$ cat src/hdl/touch_wheel_spi_regs.vh
// Constants for the touch wheel serial slave port
`ifndef TOUCH_WHEEL_SPI_REGS_VH
`define TOUCH_WHEEL_SPI_REGS_VH
`define CLK_HZ 25000000
`define FLOAT_MS 20
`define CALIB_MS 520
`define WAKE_US 920
`define SLEEP_US 35
`define PULSE_US 56
`define FLOAT_WAKE_US 400
`define DIAG_NS 250
`define FREE_HZ 17
`define SS_TIMEOUT_MS 1000
`define CLOCKING_MS 15
`define MS_CYC(t) ((t) * (`CLK_HZ / 1000))
`define US_CYC(t) ((t) * (`CLK_HZ / 1000000))
`define NS_CYC(t) (((t) * (`CLK_HZ / 1000000) + 999) / 1000)
`define CMD_NULL 8'h00
`define CMD_CALIB 8'h01
`define CMD_DRIFT 8'h03
`define THR_DEFAULT 6'h0A
`define CALIB_BURSTS 4'hA
`define DRIFT_PER_COUNT 4'hA
`define RESP_TOUCH 7
`define RESP_WHEEL 6
`define RESP_POLERR 1
`define RESP_PROX 0
`endif

$ cat src/hdl/spi_shifter.v
// Byte shifter: samples on rising edge, changes output on falling edge
`timescale 1ns/1ps
module spi_shifter (
  // Clock and reset
  input wire clock,
  input wire sys_rst,
  // Synchronised link
  input wire selActive,
  input wire sckRise,
  input wire sckFall,
  input wire mosiBit,
  // Byte side
  input wire [7:0] loadByte,
  output reg misoBit,
  output reg [7:0] rxByte,
  output reg rxDone
);
  reg [7:0] shiftReg;
  reg [2:0] bitCount;

  always @(posedge clock) begin
    rxDone <= 1'b0;
    if (sys_rst || !selActive) begin
      bitCount <= 3'h0;
      shiftReg <= loadByte;
      misoBit <= loadByte[7];
      if (sys_rst)
        rxByte <= 8'h00;
    end else if (sckRise) begin
      shiftReg <= {shiftReg[6:0], mosiBit};
      bitCount <= bitCount + 3'h1;
      if (bitCount == 3'h7) begin
        rxByte <= {shiftReg[6:0], mosiBit};
        rxDone <= 1'b1;
      end
    end else if (sckFall) begin
      misoBit <= shiftReg[7];
    end
  end
endmodule // spi_shifter

$ cat src/hdl/touch_wheel_spi_slave_port.v
// Serial slave port of a capacitive position sensor
`timescale 1ns/1ps
`include "touch_wheel_spi_regs.vh"
module touch_wheel_spi_slave_port #(
  parameter [27:0] FLOAT_CYC = `MS_CYC(`FLOAT_MS),
  parameter [27:0] CALIB_CYC = `MS_CYC(`CALIB_MS),
  parameter [27:0] FREE_CYC = `CLK_HZ / `FREE_HZ,
  parameter [27:0] TIMEOUT_CYC = `MS_CYC(`SS_TIMEOUT_MS),
  parameter [27:0] CLOCKING_CYC = `MS_CYC(`CLOCKING_MS),
  parameter [27:0] WAKE_CYC = `US_CYC(`WAKE_US),
  parameter [27:0] FLOAT_WAKE_CYC = `US_CYC(`FLOAT_WAKE_US),
  parameter [27:0] BURST_CYC = 28'd2500,
  parameter WHEEL_TYPE = 1'b1
) (
  // Clock and reset
  input wire clock,
  input wire sys_rst,
  // Serial pins
  input wire sck,
  input wire mosi,
  input wire selectNIn,
  output reg selectNOut,
  output reg selectNOe,
  output reg miso,
  output reg misoOe,
  // Host-go line
  output reg hostGo,
  output reg hostGoOe,
  output reg detectOe,
  // Sensor results
  input wire touchIn,
  input wire [6:0] positionIn,
  input wire polarityErr,
  input wire proxIn,
  // Sensor control
  output reg burstStart,
  output reg calibrating,
  output reg driftStep,
  output reg [5:0] proxThreshold,
  output reg [5:0] touchThreshold
);
  localparam DIAG_CYC = `NS_CYC(`DIAG_NS);
  localparam [27:0] SLEEP_CYC = `US_CYC(`SLEEP_US);
  localparam [2:0] ST_FLOAT = 3'h0, ST_CALIB = 3'h1, ST_READY = 3'h2,
    ST_SLEEP = 3'h3, ST_WAKE = 3'h4, ST_BURST = 3'h5, ST_LOWGO = 3'h6;

  reg [1:0] sckSync;
  reg [1:0] mosiSync;
  reg [1:0] selSync;
  reg sckPrev, selPrev;
  reg [2:0] state;
  reg [27:0] timer;
  reg [27:0] clockingTimer;
  reg [27:0] freeTimer;
  reg [3:0] calibLeft, driftCount;
  reg [7:0] response, pendingCmd;
  reg cmdPending;
  reg wakeTrig;
  reg lastWasByte;
  reg sawClock;
  reg [3:0] diagCount;
  wire sckRise, sckFall, selActive, selRise, misoBit, rxDone;
  wire [7:0] rxByte;

  function [7:0] standard_resp;
    input touch;
    input [6:0] pos;
    input perr;
    input prox;
    begin
      if (touch)
        standard_resp = {1'b1, pos};
      else
        standard_resp = {1'b0, WHEEL_TYPE[0], 4'h0, perr, prox};
    end
  endfunction

  assign sckRise = sckSync[1] && !sckPrev;
  assign sckFall = !sckSync[1] && sckPrev;
  assign selActive = !selSync[1] && hostGo;
  assign selRise = selSync[1] && !selPrev;

  spi_shifter shifter (
    .clock(clock),
    .sys_rst(sys_rst),
    .selActive(selActive),
    .sckRise(sckRise),
    .sckFall(sckFall),
    .mosiBit(mosiSync[1]),
    .loadByte(response),
    .misoBit(misoBit),
    .rxByte(rxByte),
    .rxDone(rxDone)
  );

  // Two flops on every pin; only the second is read
  always @(posedge clock) begin
    if (sys_rst) begin
      sckSync <= 2'h3;
      mosiSync <= 2'h0;
      selSync <= 2'h3;
      sckPrev <= 1'b1;
      selPrev <= 1'b1;
    end else begin
      sckSync <= {sckSync[0], sck};
      mosiSync <= {mosiSync[0], mosi};
      selSync <= {selSync[0], selectNIn};
      sckPrev <= sckSync[1];
      selPrev <= selSync[1];
    end
  end

  // Miso only driven inside a byte frame
  always @(posedge clock) begin
    if (sys_rst) begin
      miso <= 1'b1;
      misoOe <= 1'b0;
    end else begin
      miso <= misoBit;
      misoOe <= selActive && !lastWasByte;
    end
  end

  always @(posedge clock) begin
    burstStart <= 1'b0;
    driftStep <= 1'b0;
    if (sys_rst) begin
      state <= ST_FLOAT;
      timer <= 28'h0;
      hostGo <= 1'b0;
      hostGoOe <= 1'b0;
      detectOe <= 1'b0;
      calibrating <= 1'b1;
      calibLeft <= 4'h0;
      driftCount <= 4'h0;
      response <= 8'h00;
      pendingCmd <= `CMD_NULL;
      cmdPending <= 1'b0;
      wakeTrig <= 1'b0;
      lastWasByte <= 1'b0;
      sawClock <= 1'b0;
      clockingTimer <= 28'h0;
      freeTimer <= 28'h0;
      proxThreshold <= `THR_DEFAULT;
      touchThreshold <= `THR_DEFAULT;
      selectNOut <= 1'b1;
      selectNOe <= 1'b0;
      diagCount <= 4'h0;
    end else begin
      timer <= timer + 28'h1;
      if (diagCount != 4'h0)
        diagCount <= diagCount - 4'h1;
      else
        selectNOe <= 1'b0;
      selectNOut <= 1'b0;
      // Guards against a stuck host holding select with no clock edges
      if (sckRise || sckFall)
        clockingTimer <= 28'h0;
      else if (clockingTimer != 28'hFFFFFFF)
        clockingTimer <= clockingTimer + 28'h1;
      // Clear first so a byte ending on deselect still counts
      if (!selActive)
        lastWasByte <= 1'b0;
      if (rxDone) begin
        pendingCmd <= rxByte;
        cmdPending <= 1'b1;
        lastWasByte <= 1'b1;
      end
      case (state)
        ST_FLOAT: begin
          if (timer >= FLOAT_CYC - 28'h1) begin
            hostGoOe <= 1'b1;
            hostGo <= 1'b0;
            timer <= 28'h0;
            state <= ST_CALIB;
          end
        end
        ST_CALIB: begin
          if (timer >= CALIB_CYC - 28'h1) begin
            hostGo <= 1'b1;
            calibrating <= 1'b0;
            // First byte after calibration must already be a valid response
            response <= standard_resp(touchIn, positionIn,
              polarityErr, proxIn);
            detectOe <= 1'b1;
            freeTimer <= 28'h0;
            state <= ST_READY;
          end
        end
        ST_READY: begin
          freeTimer <= freeTimer + 28'h1;
          if (rxDone) begin
            timer <= 28'h0;
            state <= ST_LOWGO;
          end else if (selRise && !selActive) begin
            // Dummy pulse, no clocking
            hostGo <= 1'b0;
            wakeTrig <= 1'b1;
            timer <= 28'h0;
            state <= ST_WAKE;
          end else if (selSync[1] && freeTimer >= FREE_CYC - 28'h1) begin
            freeTimer <= 28'h0;
            hostGo <= 1'b0;
            timer <= 28'h0;
            state <= ST_BURST;
          end
        end
        ST_LOWGO: begin
          // Sleep well inside the allowed gap
          if (timer >= SLEEP_CYC - 28'h1) begin
            hostGo <= 1'b0;
            timer <= 28'h0;
            sawClock <= 1'b0;
            state <= ST_SLEEP;
          end
        end
        ST_SLEEP: begin
          if (sckRise || sckFall)
            sawClock <= 1'b1;
          if (selRise) begin
            wakeTrig <= 1'b1;
            hostGoOe <= 1'b0;
            detectOe <= 1'b0;
            selectNOe <= 1'b1;
            // Enable also stands in the cycle that clears it
            diagCount <= DIAG_CYC[3:0] - 4'h1;
            timer <= 28'h0;
            state <= ST_WAKE;
          end else if (sawClock && (sckRise || sckFall)) begin
            wakeTrig <= 1'b0;
            hostGoOe <= 1'b0;
            detectOe <= 1'b0;
            timer <= 28'h0;
            state <= ST_WAKE;
          end else if (timer >= TIMEOUT_CYC - 28'h1) begin
            calibLeft <= `CALIB_BURSTS;
            calibrating <= 1'b1;
            pendingCmd <= `CMD_CALIB;
            cmdPending <= 1'b1;
            wakeTrig <= 1'b1;
            timer <= 28'h0;
            state <= ST_WAKE;
          end
        end
        ST_WAKE: begin
          if (timer >= FLOAT_WAKE_CYC - 28'h1) begin
            hostGoOe <= 1'b1;
            detectOe <= 1'b1;
          end
          if (timer >= WAKE_CYC - 28'h1) begin
            timer <= 28'h0;
            if (wakeTrig || !hostGoOe) begin
              hostGoOe <= 1'b1;
              detectOe <= 1'b1;
              state <= ST_BURST;
            end else begin
              hostGo <= 1'b1;
              state <= ST_READY;
            end
            if (!wakeTrig) begin
              hostGo <= 1'b1;
              state <= ST_READY;
            end
          end
        end
        ST_BURST: begin
          if (timer == 28'h0) begin
            burstStart <= 1'b1;
            wakeTrig <= 1'b0;
            if (cmdPending) begin
              cmdPending <= 1'b0;
              if (pendingCmd == `CMD_CALIB && calibLeft == 4'h0) begin
                calibLeft <= `CALIB_BURSTS;
                calibrating <= 1'b1;
              end else if (pendingCmd[7:6] == 2'b01) begin
                proxThreshold <= pendingCmd[5:0];
              end else if (pendingCmd[7:6] == 2'b10) begin
                touchThreshold <= pendingCmd[5:0];
              end else if (pendingCmd == `CMD_DRIFT && !touchIn) begin
                if (driftCount == `DRIFT_PER_COUNT - 4'h1) begin
                  driftCount <= 4'h0;
                  driftStep <= 1'b1;
                end else begin
                  driftCount <= driftCount + 4'h1;
                end
              end
            end
          end
          if (timer >= BURST_CYC - 28'h1) begin
            timer <= 28'h0;
            // Latched here so the next byte carries this burst's result
            response <= standard_resp(touchIn, positionIn,
              polarityErr, proxIn);
            if (calibLeft > 4'h1) begin
              calibLeft <= calibLeft - 4'h1;
            end else begin
              calibLeft <= 4'h0;
              calibrating <= 1'b0;
              hostGo <= 1'b1;
              freeTimer <= 28'h0;
              state <= ST_READY;
            end
          end
        end
        default: state <= ST_FLOAT;
      endcase
      // Select held with no clock edge for CLOCKING_CYC cycles sends the port back to ST_CALIB
      if (selActive && clockingTimer == CLOCKING_CYC) begin
        state <= ST_CALIB;
        hostGo <= 1'b0;
        timer <= 28'h0;
      end
    end
  end
endmodule // touch_wheel_spi_slave_port

$ cat config.mk
export PLATFORM = sky130hd
export DESIGN_NAME = touch_wheel_spi_slave_port
export DESIGN_NICKNAME = d
export VERILOG_FILES = /design/src/hdl/spi_shifter.v /design/src/hdl/touch_wheel_spi_slave_port.v
export VERILOG_INCLUDE_DIRS = /design/src /design/src/hdl
export SDC_FILE = /design/constraint.sdc
export NUM_CORES = 1
export LEC_CHECK = 0
export BUFFER_PORTS_ARGS = -buffer_cell sky130_fd_sc_hd__buf_2
export CORE_MARGIN = 1
export CORE_UTILIZATION = 55
export DETAILED_ROUTE_END_ITERATION = 10
export PLACE_DENSITY = 0.84
export SETUP_SLACK_MARGIN = 0.2
export SLEW_MARGIN = 10
export SYNTH_ARGS = -nofsm -noshare
export SYNTH_HDL_FRONTEND = slang
export SYNTH_SLANG_ARGS = --single-unit
$ cat constraint.sdc
create_clock -name clock -period 4.6 [get_ports clock]
set_input_delay 1.38 -clock clock [delete_from_list [all_inputs] [get_ports clock]]
set_output_delay 1.38 -clock clock [all_outputs]
set_load 0.02 [all_outputs]
==> results of run 1 <==
## worst reg2reg max path, cell delays in order (launching register included)
cell	delay, ns
dfxtp_1	0.41
ha_1	0.27
nand3_1	0.22
o21ai_0	0.25
a211oi_1	0.10
o41ai_1	0.65
nand2_1	0.21
o21ai_4	0.71
nor2_1	0.12
## cells by family (layout without fill, tap and decap cells)
kind of cell,after synthesis,after routing
AOI/OAI and AO/OA,115,115
xor gates and xnor gates,79,79
adders and majority gates,16,16
buffers and inverters,84,104
DFF,170,170
muxes,17,17
and+or+nand+nor,466,466
## cell type report
cell class                 instances  share of cell area [%]
timing repair buffer              39                    2.25
inverter                          33                    1.38
clock inverter                    13                    1.46
multi-input combinational        693                    47.5
clock buffer                      19                    5.05
sequential                       170                    39.7
tap                              184                    2.56
## metal layers
layer / share of wire [%] / routed length, um
met4: 1.9 / 325
met2: 47 / 7920
met5: 0 / 0
met1: 46 / 7840
met3: 5.0 / 855
## placed cells by master, fill, tap and decap left out, types with 22 or more instances in the layout
cell	instances
nand2_1	73
inv_1	33
nand3_1	50
nor2_1	134
buf_2	36
nor3_1	22
dfxtp_1	153
a21oi_1	38
xor2_1	62
nand4_1	33
and3_1	27
## stage by stage
stage / cell area, um2 / setup slack (ns) / utilization (%) / hold WS [ns] / power [W]
global route: 8990 / 1.19 / 61.9 / 0.442 / 0.00389
floorplan: 8210 / 1.95 / - / 0.389 / 0.00221
global placement: 8400 / 1.67 / 57.8 / 0.395 / 0.00231
detailed placement: 8400 / 1.55 / 57.8 / 0.401 / 0.00233
finish: 8990 / 1.52 / 61.9 / 0.419 / 0.00372
CTS: 8990 / 1.54 / 61.9 / 0.415 / 0.00374
## where the power goes
| part | switching (W) | internal (W) |
|---|---|---|
| Combinational | 0.000394 | 0.000219 |
| Sequential | 0.000102 | 0.00159 |
| Clock | 0.000623 | 0.000790 |
## sequential cells by signal, summed over array words and instances (netlist names), 6 cells and up
| register | cells |
|---|---|
| clockingTimer | 28 |
| freeTimer | 28 |
| timer | 28 |
| pendingCmd | 8 |
| response | 8 |
| shifter.rxByte | 8 |
| shifter.shiftReg | 8 |
| proxThreshold | 6 |
| touchThreshold | 6 |
## worst paths after layout
check                           to  slack, ns  cells past startpoint
max           timer[27]$_SDFF_PP0_       1.52                      8
min          selSync[1]$_SDFF_PP1_       0.42                      1
max reg2reg   timer[27]$_SDFF_PP0_       1.52                      8
min reg2reg  selSync[1]$_SDFF_PP1_       0.42                      1
==> flow_summary_export.csv, run 1 <==
group,metric,value,unit
run_status,status,"complete, no violations",
worst_hold_path,hp-start,"selSync[0]$_SDFF_PP1_",
yosys,yosys-top-cells-count,"dfxtp_1 (153), nor2_1 (134), nand2_1 (73)",
power,p_leak,3.45,nW
yosys,synth-edff-count,17,
cells_and_area,multiInputGateArea,0.00427,mm2
clock_network,cts_tree,"done",
setup_path,slowest_delay,0.71,ns
global_routing,overflow,0,
sta,slew_headroom,39.3,%
global_routing,grt_pass1_wl,28000,um
detailed_routing,drc,0,
sta,min_period,3.08,ns
power,p_per_area,414,mW/mm2
power,ir_drop,0.320,mV
cells_and_area,seqCellArea,0.00357,mm2
setup_path,worstSetupPathType,"flip-flop to flip-flop",
cells_and_area,fill_cells,1218,
global_routing,use_met1,30.1,%
cells_and_area,drive_gt1_share,10.9,%
yosys,synth_fp_nets,978,
yosys,synth_top_family_by_area,"simple AND/OR/NAND/NOR gates",
sta,worst_pin_slew,0.902,ns
clock_network,htreeDepth,4,
floorplan,dieArea,0.0154,mm2
global_routing,grt_pass1_vias,6045,
cells_and_area,diodes,0,
setup_path,critPathSlowestCell,"o21ai_4",
detailed_routing,wirelength,16900,um
setup_path,critical_path_buf_inv_count,0,
floorplan,fp-row-count,44,
clock_network,cts_resized,0,
yosys,ys_seq_elements,170,
sta,tns,0,ns
clock_network,numCtsBuffers,17,
setup_path,worstPathCellList,"ha_1 -> nand3_1 -> o21ai_0 -> a211oi_1 -> o41ai_1 -> nand2_1 -> o21ai_4 -> nor2_1",
placed_design,dp_hpwl,11200,um
detailed_routing,drtPass1Iterations,6,
yosys,async_reset_ff_share,0,%
yosys,ys_top_cells_by_area,"dfxtp_1 (37%), xor2_1 (6.6%), edfxtp_1 (6.2%), nor2_1 (6.1%), nand2_1 (3.3%)",
global_routing,gr-usage-met2,36.0,%
sta,max_freq,324,MHz
global_routing,grt_util_met3,5.72,%
floorplan,start_util,56.5,%
cells_and_area,nNetsFinal,985,
setup_path,crit_path_start,"timer[1]$_SDFF_PP0_",
clock_network,cts_hold_buffers,0,
clock_network,clock-root-buffer,"clkbuf_16",
floorplan,core,0.0145,mm2
yosys,synth_ff_type,"dfxtp_1",
yosys,synth_most_common_cell,"dfxtp_1",
detailed_routing,vias_per_cell,5.75,
setup_path,crit_fanout,28,
global_routing,antenna_found_initial,0,
placed_design,io_buffers,36,
global_routing,grt.total_usage,22.9,%
yosys,synth_compound_area_share,9.55,%
sta,rsz0062_at_grt,"false",
floorplan,fp.dieW,124,um
sta,finalClockSkew,0.00749,ns
cells_and_area,layout.cells.non_filler,1151,
clock_network,postCtsSetupBuffers,0,
detailed_routing,drt-initial-drc-count,480,
clock_network,cts_max_path_buffers,2,
floorplan,ios,37,
global_routing,grt_start_max_net_pins,53,
cells_and_area,syn_to_final_growth,9.48,%
detailed_routing,drt.antenna.violating_nets,0,
floorplan,fp.dieH,124,um
placed_design,dp.cells,1119,
worst_hold_path,worstHoldPathType,"flip-flop to flip-flop",
yosys,synth.distinct_cells,67,
yosys,yosysSeqAreaShare,43.5,%
yosys,synthesis.instances,947,
yosys,synth_top_area_cell,"dfxtp_1",
setup_path,path_delay_family,"compound AO/OA/AOI/OAI gates",
clock_network,clk_latency,0.43,ns
setup_path,rr_startpoint,"timer[1]$_SDFF_PP0_",
clock_network,clock_sinks,170,
yosys,yosys.area_share.simple,29.6,%
global_routing,top_usage_layer,"met2",
yosys,synthMuxAreaShare,2.07,%
detailed_routing,vias,6617,
clock_network,path_clk_slew,0.06,ns
sta,fin_crit_sh,67.1,%
yosys,netlist_area,0.00821,mm2
setup_path,critPathLaunchType,"flip-flop",
sta,hold_viol,0,
setup_path,endpoint_kind,"flip-flop",
yosys,yosys.area_share.adder,2.44,%
placed_design,place_congestion,0.876,
yosys,avgSynthCellArea,8.67,um2
setup_path,worst_ep_required_time,4.89,ns
run,drv_cap,0,
setup_path,crit_arrival,3.37,ns
sta,setup_viol,0,
detailed_routing,avgRoutedWirePerCell,14.7,um
yosys,synthXorXnorAreaFrac,8.43,%
sta,slew_viol_final,0,
yosys,synth_top_area_share,37.3,%
yosys,ys_warn_count,0,
(Power assumes the default switching activity.)
==> inputs of run 2 (changes only) <==
- PLACE_DENSITY: 0.84 -> 0.87
- clock period: 4.6 -> 2.8 ns (I/O delays scaled with it)
==> run 2 against run 1 <==
- clock power increased by 71%
- fmax up 14%
- die area unchanged
- register-to-register slack got worse by 1.4 ns
- final area grew 5.3%
- critical path type unchanged
- critical endpoint is now touchThreshold[1]$_SDFFE_PP1P_
- highest routed layer unchanged
==> flow_summary_export.csv, run 2 (synthesis results as in run 1) <==
group,metric,value,unit
clock_network,cts_tree,"done",
floorplan,ios,37,
detailed_routing,drtPass1Iterations,8,
floorplan,fp.dieH,124,um
sta,finalClockSkew,0.00995,ns
sta,tns,0,ns
setup_path,worst_ep_required_time,3.12,ns
cells_and_area,postLayoutCoreUtil,65.2,%
global_routing,grt_start_max_net_pins,65,
power,ir_drop,0.529,mV
setup_path,crit_arrival,3.04,ns
global_routing,grt_pass1_wl,29400,um
clock_network,numCtsBuffers,17,
cells_and_area,nNetsFinal,1023,
detailed_routing,drt.antenna.violating_nets,0,
sta,min_period,2.71,ns
floorplan,core,0.0145,mm2
sta,setup_viol,0,
cells_and_area,layout_commonest_cell,"dfxtp_1",
detailed_routing,avgRoutedWirePerCell,15.7,um
floorplan,start_util,56.5,%
cells_and_area,design_area,0.00947,mm2
power,power,0.00650,W
sta,max_freq,369,MHz
worst_hold_path,hp-start,"selSync[0]$_SDFF_PP1_",
setup_path,rr_startpoint,"timer[5]$_SDFF_PP0_",
power,p_per_area,686,mW/mm2
floorplan,dieArea,0.0154,mm2
setup_path,endpoint_kind,"flip-flop",
sta,fin_crit_sh,96.9,%
placed_design,placed_area,0.00863,mm2
detailed_routing,drt-initial-drc-count,645,
global_routing,grt_pass1_vias,6309,
run_status,status,"complete, no violations",
cells_and_area,drive_gt1_share,16.5,%
clock_network,htreeDepth,4,
setup_path,crit_fanout,8,
detailed_routing,vias,7001,
setup_path,crit_path_start,"timer[5]$_SDFF_PP0_",
detailed_routing,vias_per_cell,5.89,
clock_network,clk_latency,0.44,ns
setup_path,critPathLaunchType,"flip-flop",
global_routing,overflow,0,
sta,hold_viol,0,
cells_and_area,reg_top3,"clockingTimer x28, freeTimer x28, timer x28",
clock_network,path_clk_slew,0.07,ns
run,drv_cap,0,
sta,rsz0062_at_grt,"true",
clock_network,cts_max_path_buffers,2,
worst_hold_path,worstHoldPathType,"flip-flop to flip-flop",
setup_path,worstSetupPathType,"flip-flop to flip-flop",
sta,hold_slack,0.407,ns
sta,worst_pin_slew,0.840,ns
placed_design,dp_hpwl,11800,um
sta,slew_viol_final,0,
cells_and_area,syn_to_final_growth,15.3,%
global_routing,antenna_found_initial,0,
clock_network,cts_hold_buffers,0,
placed_design,io_buffers,36,
global_routing,grt.total_usage,24.1,%
detailed_routing,wirelength,18700,um
cells_and_area,diodes,0,
sta,slew_headroom,43.8,%
power,p_leak,3.68,nW
floorplan,fp-row-count,44,
floorplan,fp.dieW,124,um
clock_network,clock-root-buffer,"clkbuf_16",
clock_network,clock_sinks,170,
cells_and_area,final_cell_mix,"dfxtp_1 (148), nor2_1 (134), nand2_1 (72)",
placed_design,place_congestion,0.917,
detailed_routing,drc,0,
## run 2: changes by cell type in the layout (fill, tap and decap cells not counted), sizes merged
cell	change
buf	+36
clkbuf	+3
inv	-2
bufinv	+1
clkinv	-1
o21ai	+1
## run 2: worst max-delay path, cell delays in order (launching register included)
cell	delay, ns
dfxtp_1	0.39
nor4_1	0.59
nand4_1	0.40
nor4_4	0.42
and2_1	0.22
nand3b_2	0.22
a211o_1	0.36
## run 2: final timing paths
kind	end	slack [ns]	cells past startpoint
setup reg to reg	touchThreshold[1]$_SDFFE_PP1P_	0.09	6
hold reg to reg	selSync[1]$_SDFF_PP1_	0.41	1
hold / removal	selSync[1]$_SDFF_PP1_	0.41	1
setup / recovery	touchThreshold[1]$_SDFFE_PP1P_	0.09	6
## run 2: layout make-up
type | count | area [um2]
inverter | 33 | 124
tap | 184 | 230
clock buffer | 21 | 480
timing repair buffer | 76 | 523
clock inverter | 11 | 134
fill | 1076 | 5060
sequential | 170 | 3580
multi-input combinational | 694 | 4390
## run 2: metal layers
layer,vias up,wire (um),GRT usage [%]
li1,3392,-,-
met1,3293,7940,30.7
met3,47,1240,5.77
met4,0,418,9.23
met2,269,9090,39.4
met5,-,0,0
## run 2: where the power goes
group          internal, W  switching (W)
Clock              0.00142       0.000993
Combinational     0.000539       0.000777
Sequential         0.00263       0.000145
Total              0.00458        0.00191
## run 2: timing repair
action,CTS,global route
cloned,1,1
buffers inserted,3,5
gates resized for setup,7,21
pin swaps,2,8
endpoints found under the setup margin,42,82
## run 2: per-stage QoR
stage	instances	setup WS (ns)
global placement	1147	0.101
CTS	1183	0.209
floorplan	947	0.339
global route	1189	-0.0219
detailed placement	1147	0.00281
finish	1189	0.0868
==> inputs of run 3 (changes only) <==
- CORE_UTILIZATION: 55 -> 50
- CTS_BUF_LIST: default -> sky130_fd_sc_hd__clkbuf_4 sky130_fd_sc_hd__clkbuf_8
- PLACE_DENSITY: 0.87 -> 0.82
==> run 3 against run 2 <==
- non-clock buffer count fell by 2
- routed wire length decreased by 4.4%
- count of clock-buffer cells in the layout fell by 2
- final cell count increased by 2.6%
- flip-flop and latch count stayed put
==> flow_summary_export.csv, run 3 (synthesis results as in run 1) <==
group,metric,value,unit
run_status,status,"complete, no violations",
detailed_routing,vias,6849,
sta,rsz0062_at_grt,"true",
cells_and_area,diodes,0,
cells_and_area,syn_to_final_growth,13.3,%
floorplan,dieArea,0.0169,mm2
sta,fin_crit_sh,96.9,%
placed_design,io_buffers,36,
global_routing,top_usage_layer,"met2",
power,p_leak,3.57,nW
detailed_routing,drt-initial-drc-count,463,
clock_network,path_clk_slew,0.09,ns
global_routing,grt.total_usage,21.2,%
clock_network,numCtsBuffers,17,
floorplan,fp.dieW,130,um
sta,min_period,2.71,ns
cells_and_area,drive_gt1_share,16.2,%
sta,max_freq,369,MHz
global_routing,grt_util_met3,4.59,%
clock_network,cts_max_path_buffers,2,
setup_path,rr_worst_depth,8,
floorplan,ios,37,
detailed_routing,drtPass1Iterations,6,
clock_network,clock-root-buffer,"clkbuf_8",
global_routing,gr-usage-met2,35.3,%
floorplan,core,0.0159,mm2
cells_and_area,multiInputGateArea,0.00443,mm2
cells_and_area,postLayoutCoreUtil,58.3,%
cells_and_area,final_cell_mix,"dfxtp_1 (150), nor2_1 (134), nand2_1 (73)",
cells_and_area,layout_commonest_cell,"dfxtp_1",
power,power,0.00586,W
clock_network,clock_sinks,170,
global_routing,antenna_found_initial,0,
clock_network,clk_latency,0.46,ns
placed_design,place_congestion,0.886,
power,ir_drop,0.432,mV
sta,setup_viol,0,
detailed_routing,wirelength,17900,um
sta,worst_pin_slew,0.796,ns
detailed_routing,avgRoutedWirePerCell,14.6,um
setup_path,critPathLaunchType,"flip-flop",
floorplan,fp.dieH,130,um
worst_hold_path,hold-path-cell-count,1,
cells_and_area,seqCellArea,0.00358,mm2
setup_path,worstSetupPathType,"flip-flop to flip-flop",
detailed_routing,drc,0,
placed_design,dp_hpwl,11800,um
detailed_routing,drt.antenna.violating_nets,0,
cells_and_area,nNetsFinal,1022,
power,p_per_area,631,mW/mm2
setup_path,endpoint_kind,"flip-flop",
global_routing,grt_pass1_wl,28600,um
sta,slew_viol_final,0,
clock_network,cts_hold_buffers,0,
global_routing,grt_start_max_net_pins,65,
cells_and_area,reg_top3,"clockingTimer x28, freeTimer x28, timer x28",
floorplan,fp-row-count,46,
run,drv_cap,0,
setup_path,worst_ep_required_time,3.19,ns
sta,finalClockSkew,0.0163,ns
floorplan,start_util,51.5,%
cells_and_area,fill_cells,1366,
global_routing,grt_pass1_vias,6128,
sta,hold_viol,0,
setup_path,crit_fanout,14,
clock_network,htreeDepth,4,
global_routing,overflow,0,
global_routing,use_met1,27.4,%
sta,slew_headroom,46.8,%
detailed_routing,vias_per_cell,5.61,
clock_network,cts_tree,"done",
worst_hold_path,worstHoldPathType,"flip-flop to flip-flop",
setup_path,crit_arrival,3.11,ns
[run 3: changes by cell type in the layout (fill, tap and decap cells not counted), moves of 2 or more]
cell and change:
clkbuf_16 -18, buf_4 -3, clkbuf_8 +13, inv_6 +3
buf_6 +2, clkbuf_4 +2, dfxtp_1 +2
[run 3: through the flow]
step                      TNS, ns  setup slack (ns)  hold WS, ns  cells  instance area [um2]
after floorplan                 0             0.339        0.389    947                 8210
after global placement          0            0.0436        0.409   1179                 8680
after detailed placement   -0.632           -0.0642        0.419   1179                 8680
after CTS                       0             0.201        0.437   1213                 9120
after global routing            0            0.0754        0.444   1220                 9300
final                           0            0.0863        0.434   1220                 9300
[run 3: worst max-delay path: stages, from the launching register on]
cell	delay, ns
dfxtp_1	0.49
buf_4	0.22
nor4bb_1	0.41
o21ai_0	0.25
or4_4	0.61
o31ai_4	0.10
or3_4	0.25
o21ai_4	0.15
nor2_1	0.18
[run 3: repair_timing]
item                                    4_1_cts  5_1_grt
gates resized for setup                       5       23
buffers inserted                              0        7
cloned                                        2        0
endpoints found under the hold margin         0        0
endpoints found under the setup margin       50       81
pin swaps                                     3       16
[run 3: layout make-up]
class                      instances  share of cell area (%)
multi-input combinational        695                    47.6
sequential                       170                    38.5
timing repair buffer              74                    5.35
tap                              216                    2.91
clock buffer                      19                    2.68
clock inverter                    13                    1.67
inverter                          33                    1.33
[run 3: per-layer routing]
metal,wire length (um),vias to the layer above,share of wire [%]
li1,-,3401,-
met4,257,0,1.4
met2,8590,201,48
met3,869,23,4.9
met5,0,-,0
met1,8150,3224,46
[run 3: path summary, 6_finish.rpt]
check | end | start | slack (ns)
setup / recovery | timer[3]$_SDFF_PP0_ | state[1]$_SDFFE_PP0P_ | 0.09
hold / removal | misoOe$_SDFF_PP0_ | lastWasByte$_SDFFE_PP0P_ | 0.43
setup reg to reg | timer[3]$_SDFF_PP0_ | state[1]$_SDFFE_PP0P_ | 0.09
hold reg to reg | misoOe$_SDFF_PP0_ | lastWasByte$_SDFFE_PP0P_ | 0.43
[run 3: power by group]
group          leakage [nW]  total [W]  switching [W]  internal, W
logic                  1.93    0.00133       0.000804     0.000521
clock network         0.205    0.00179       0.000952     0.000837
registers              1.43    0.00275       0.000134      0.00262
total                  3.57    0.00586        0.00189      0.00397
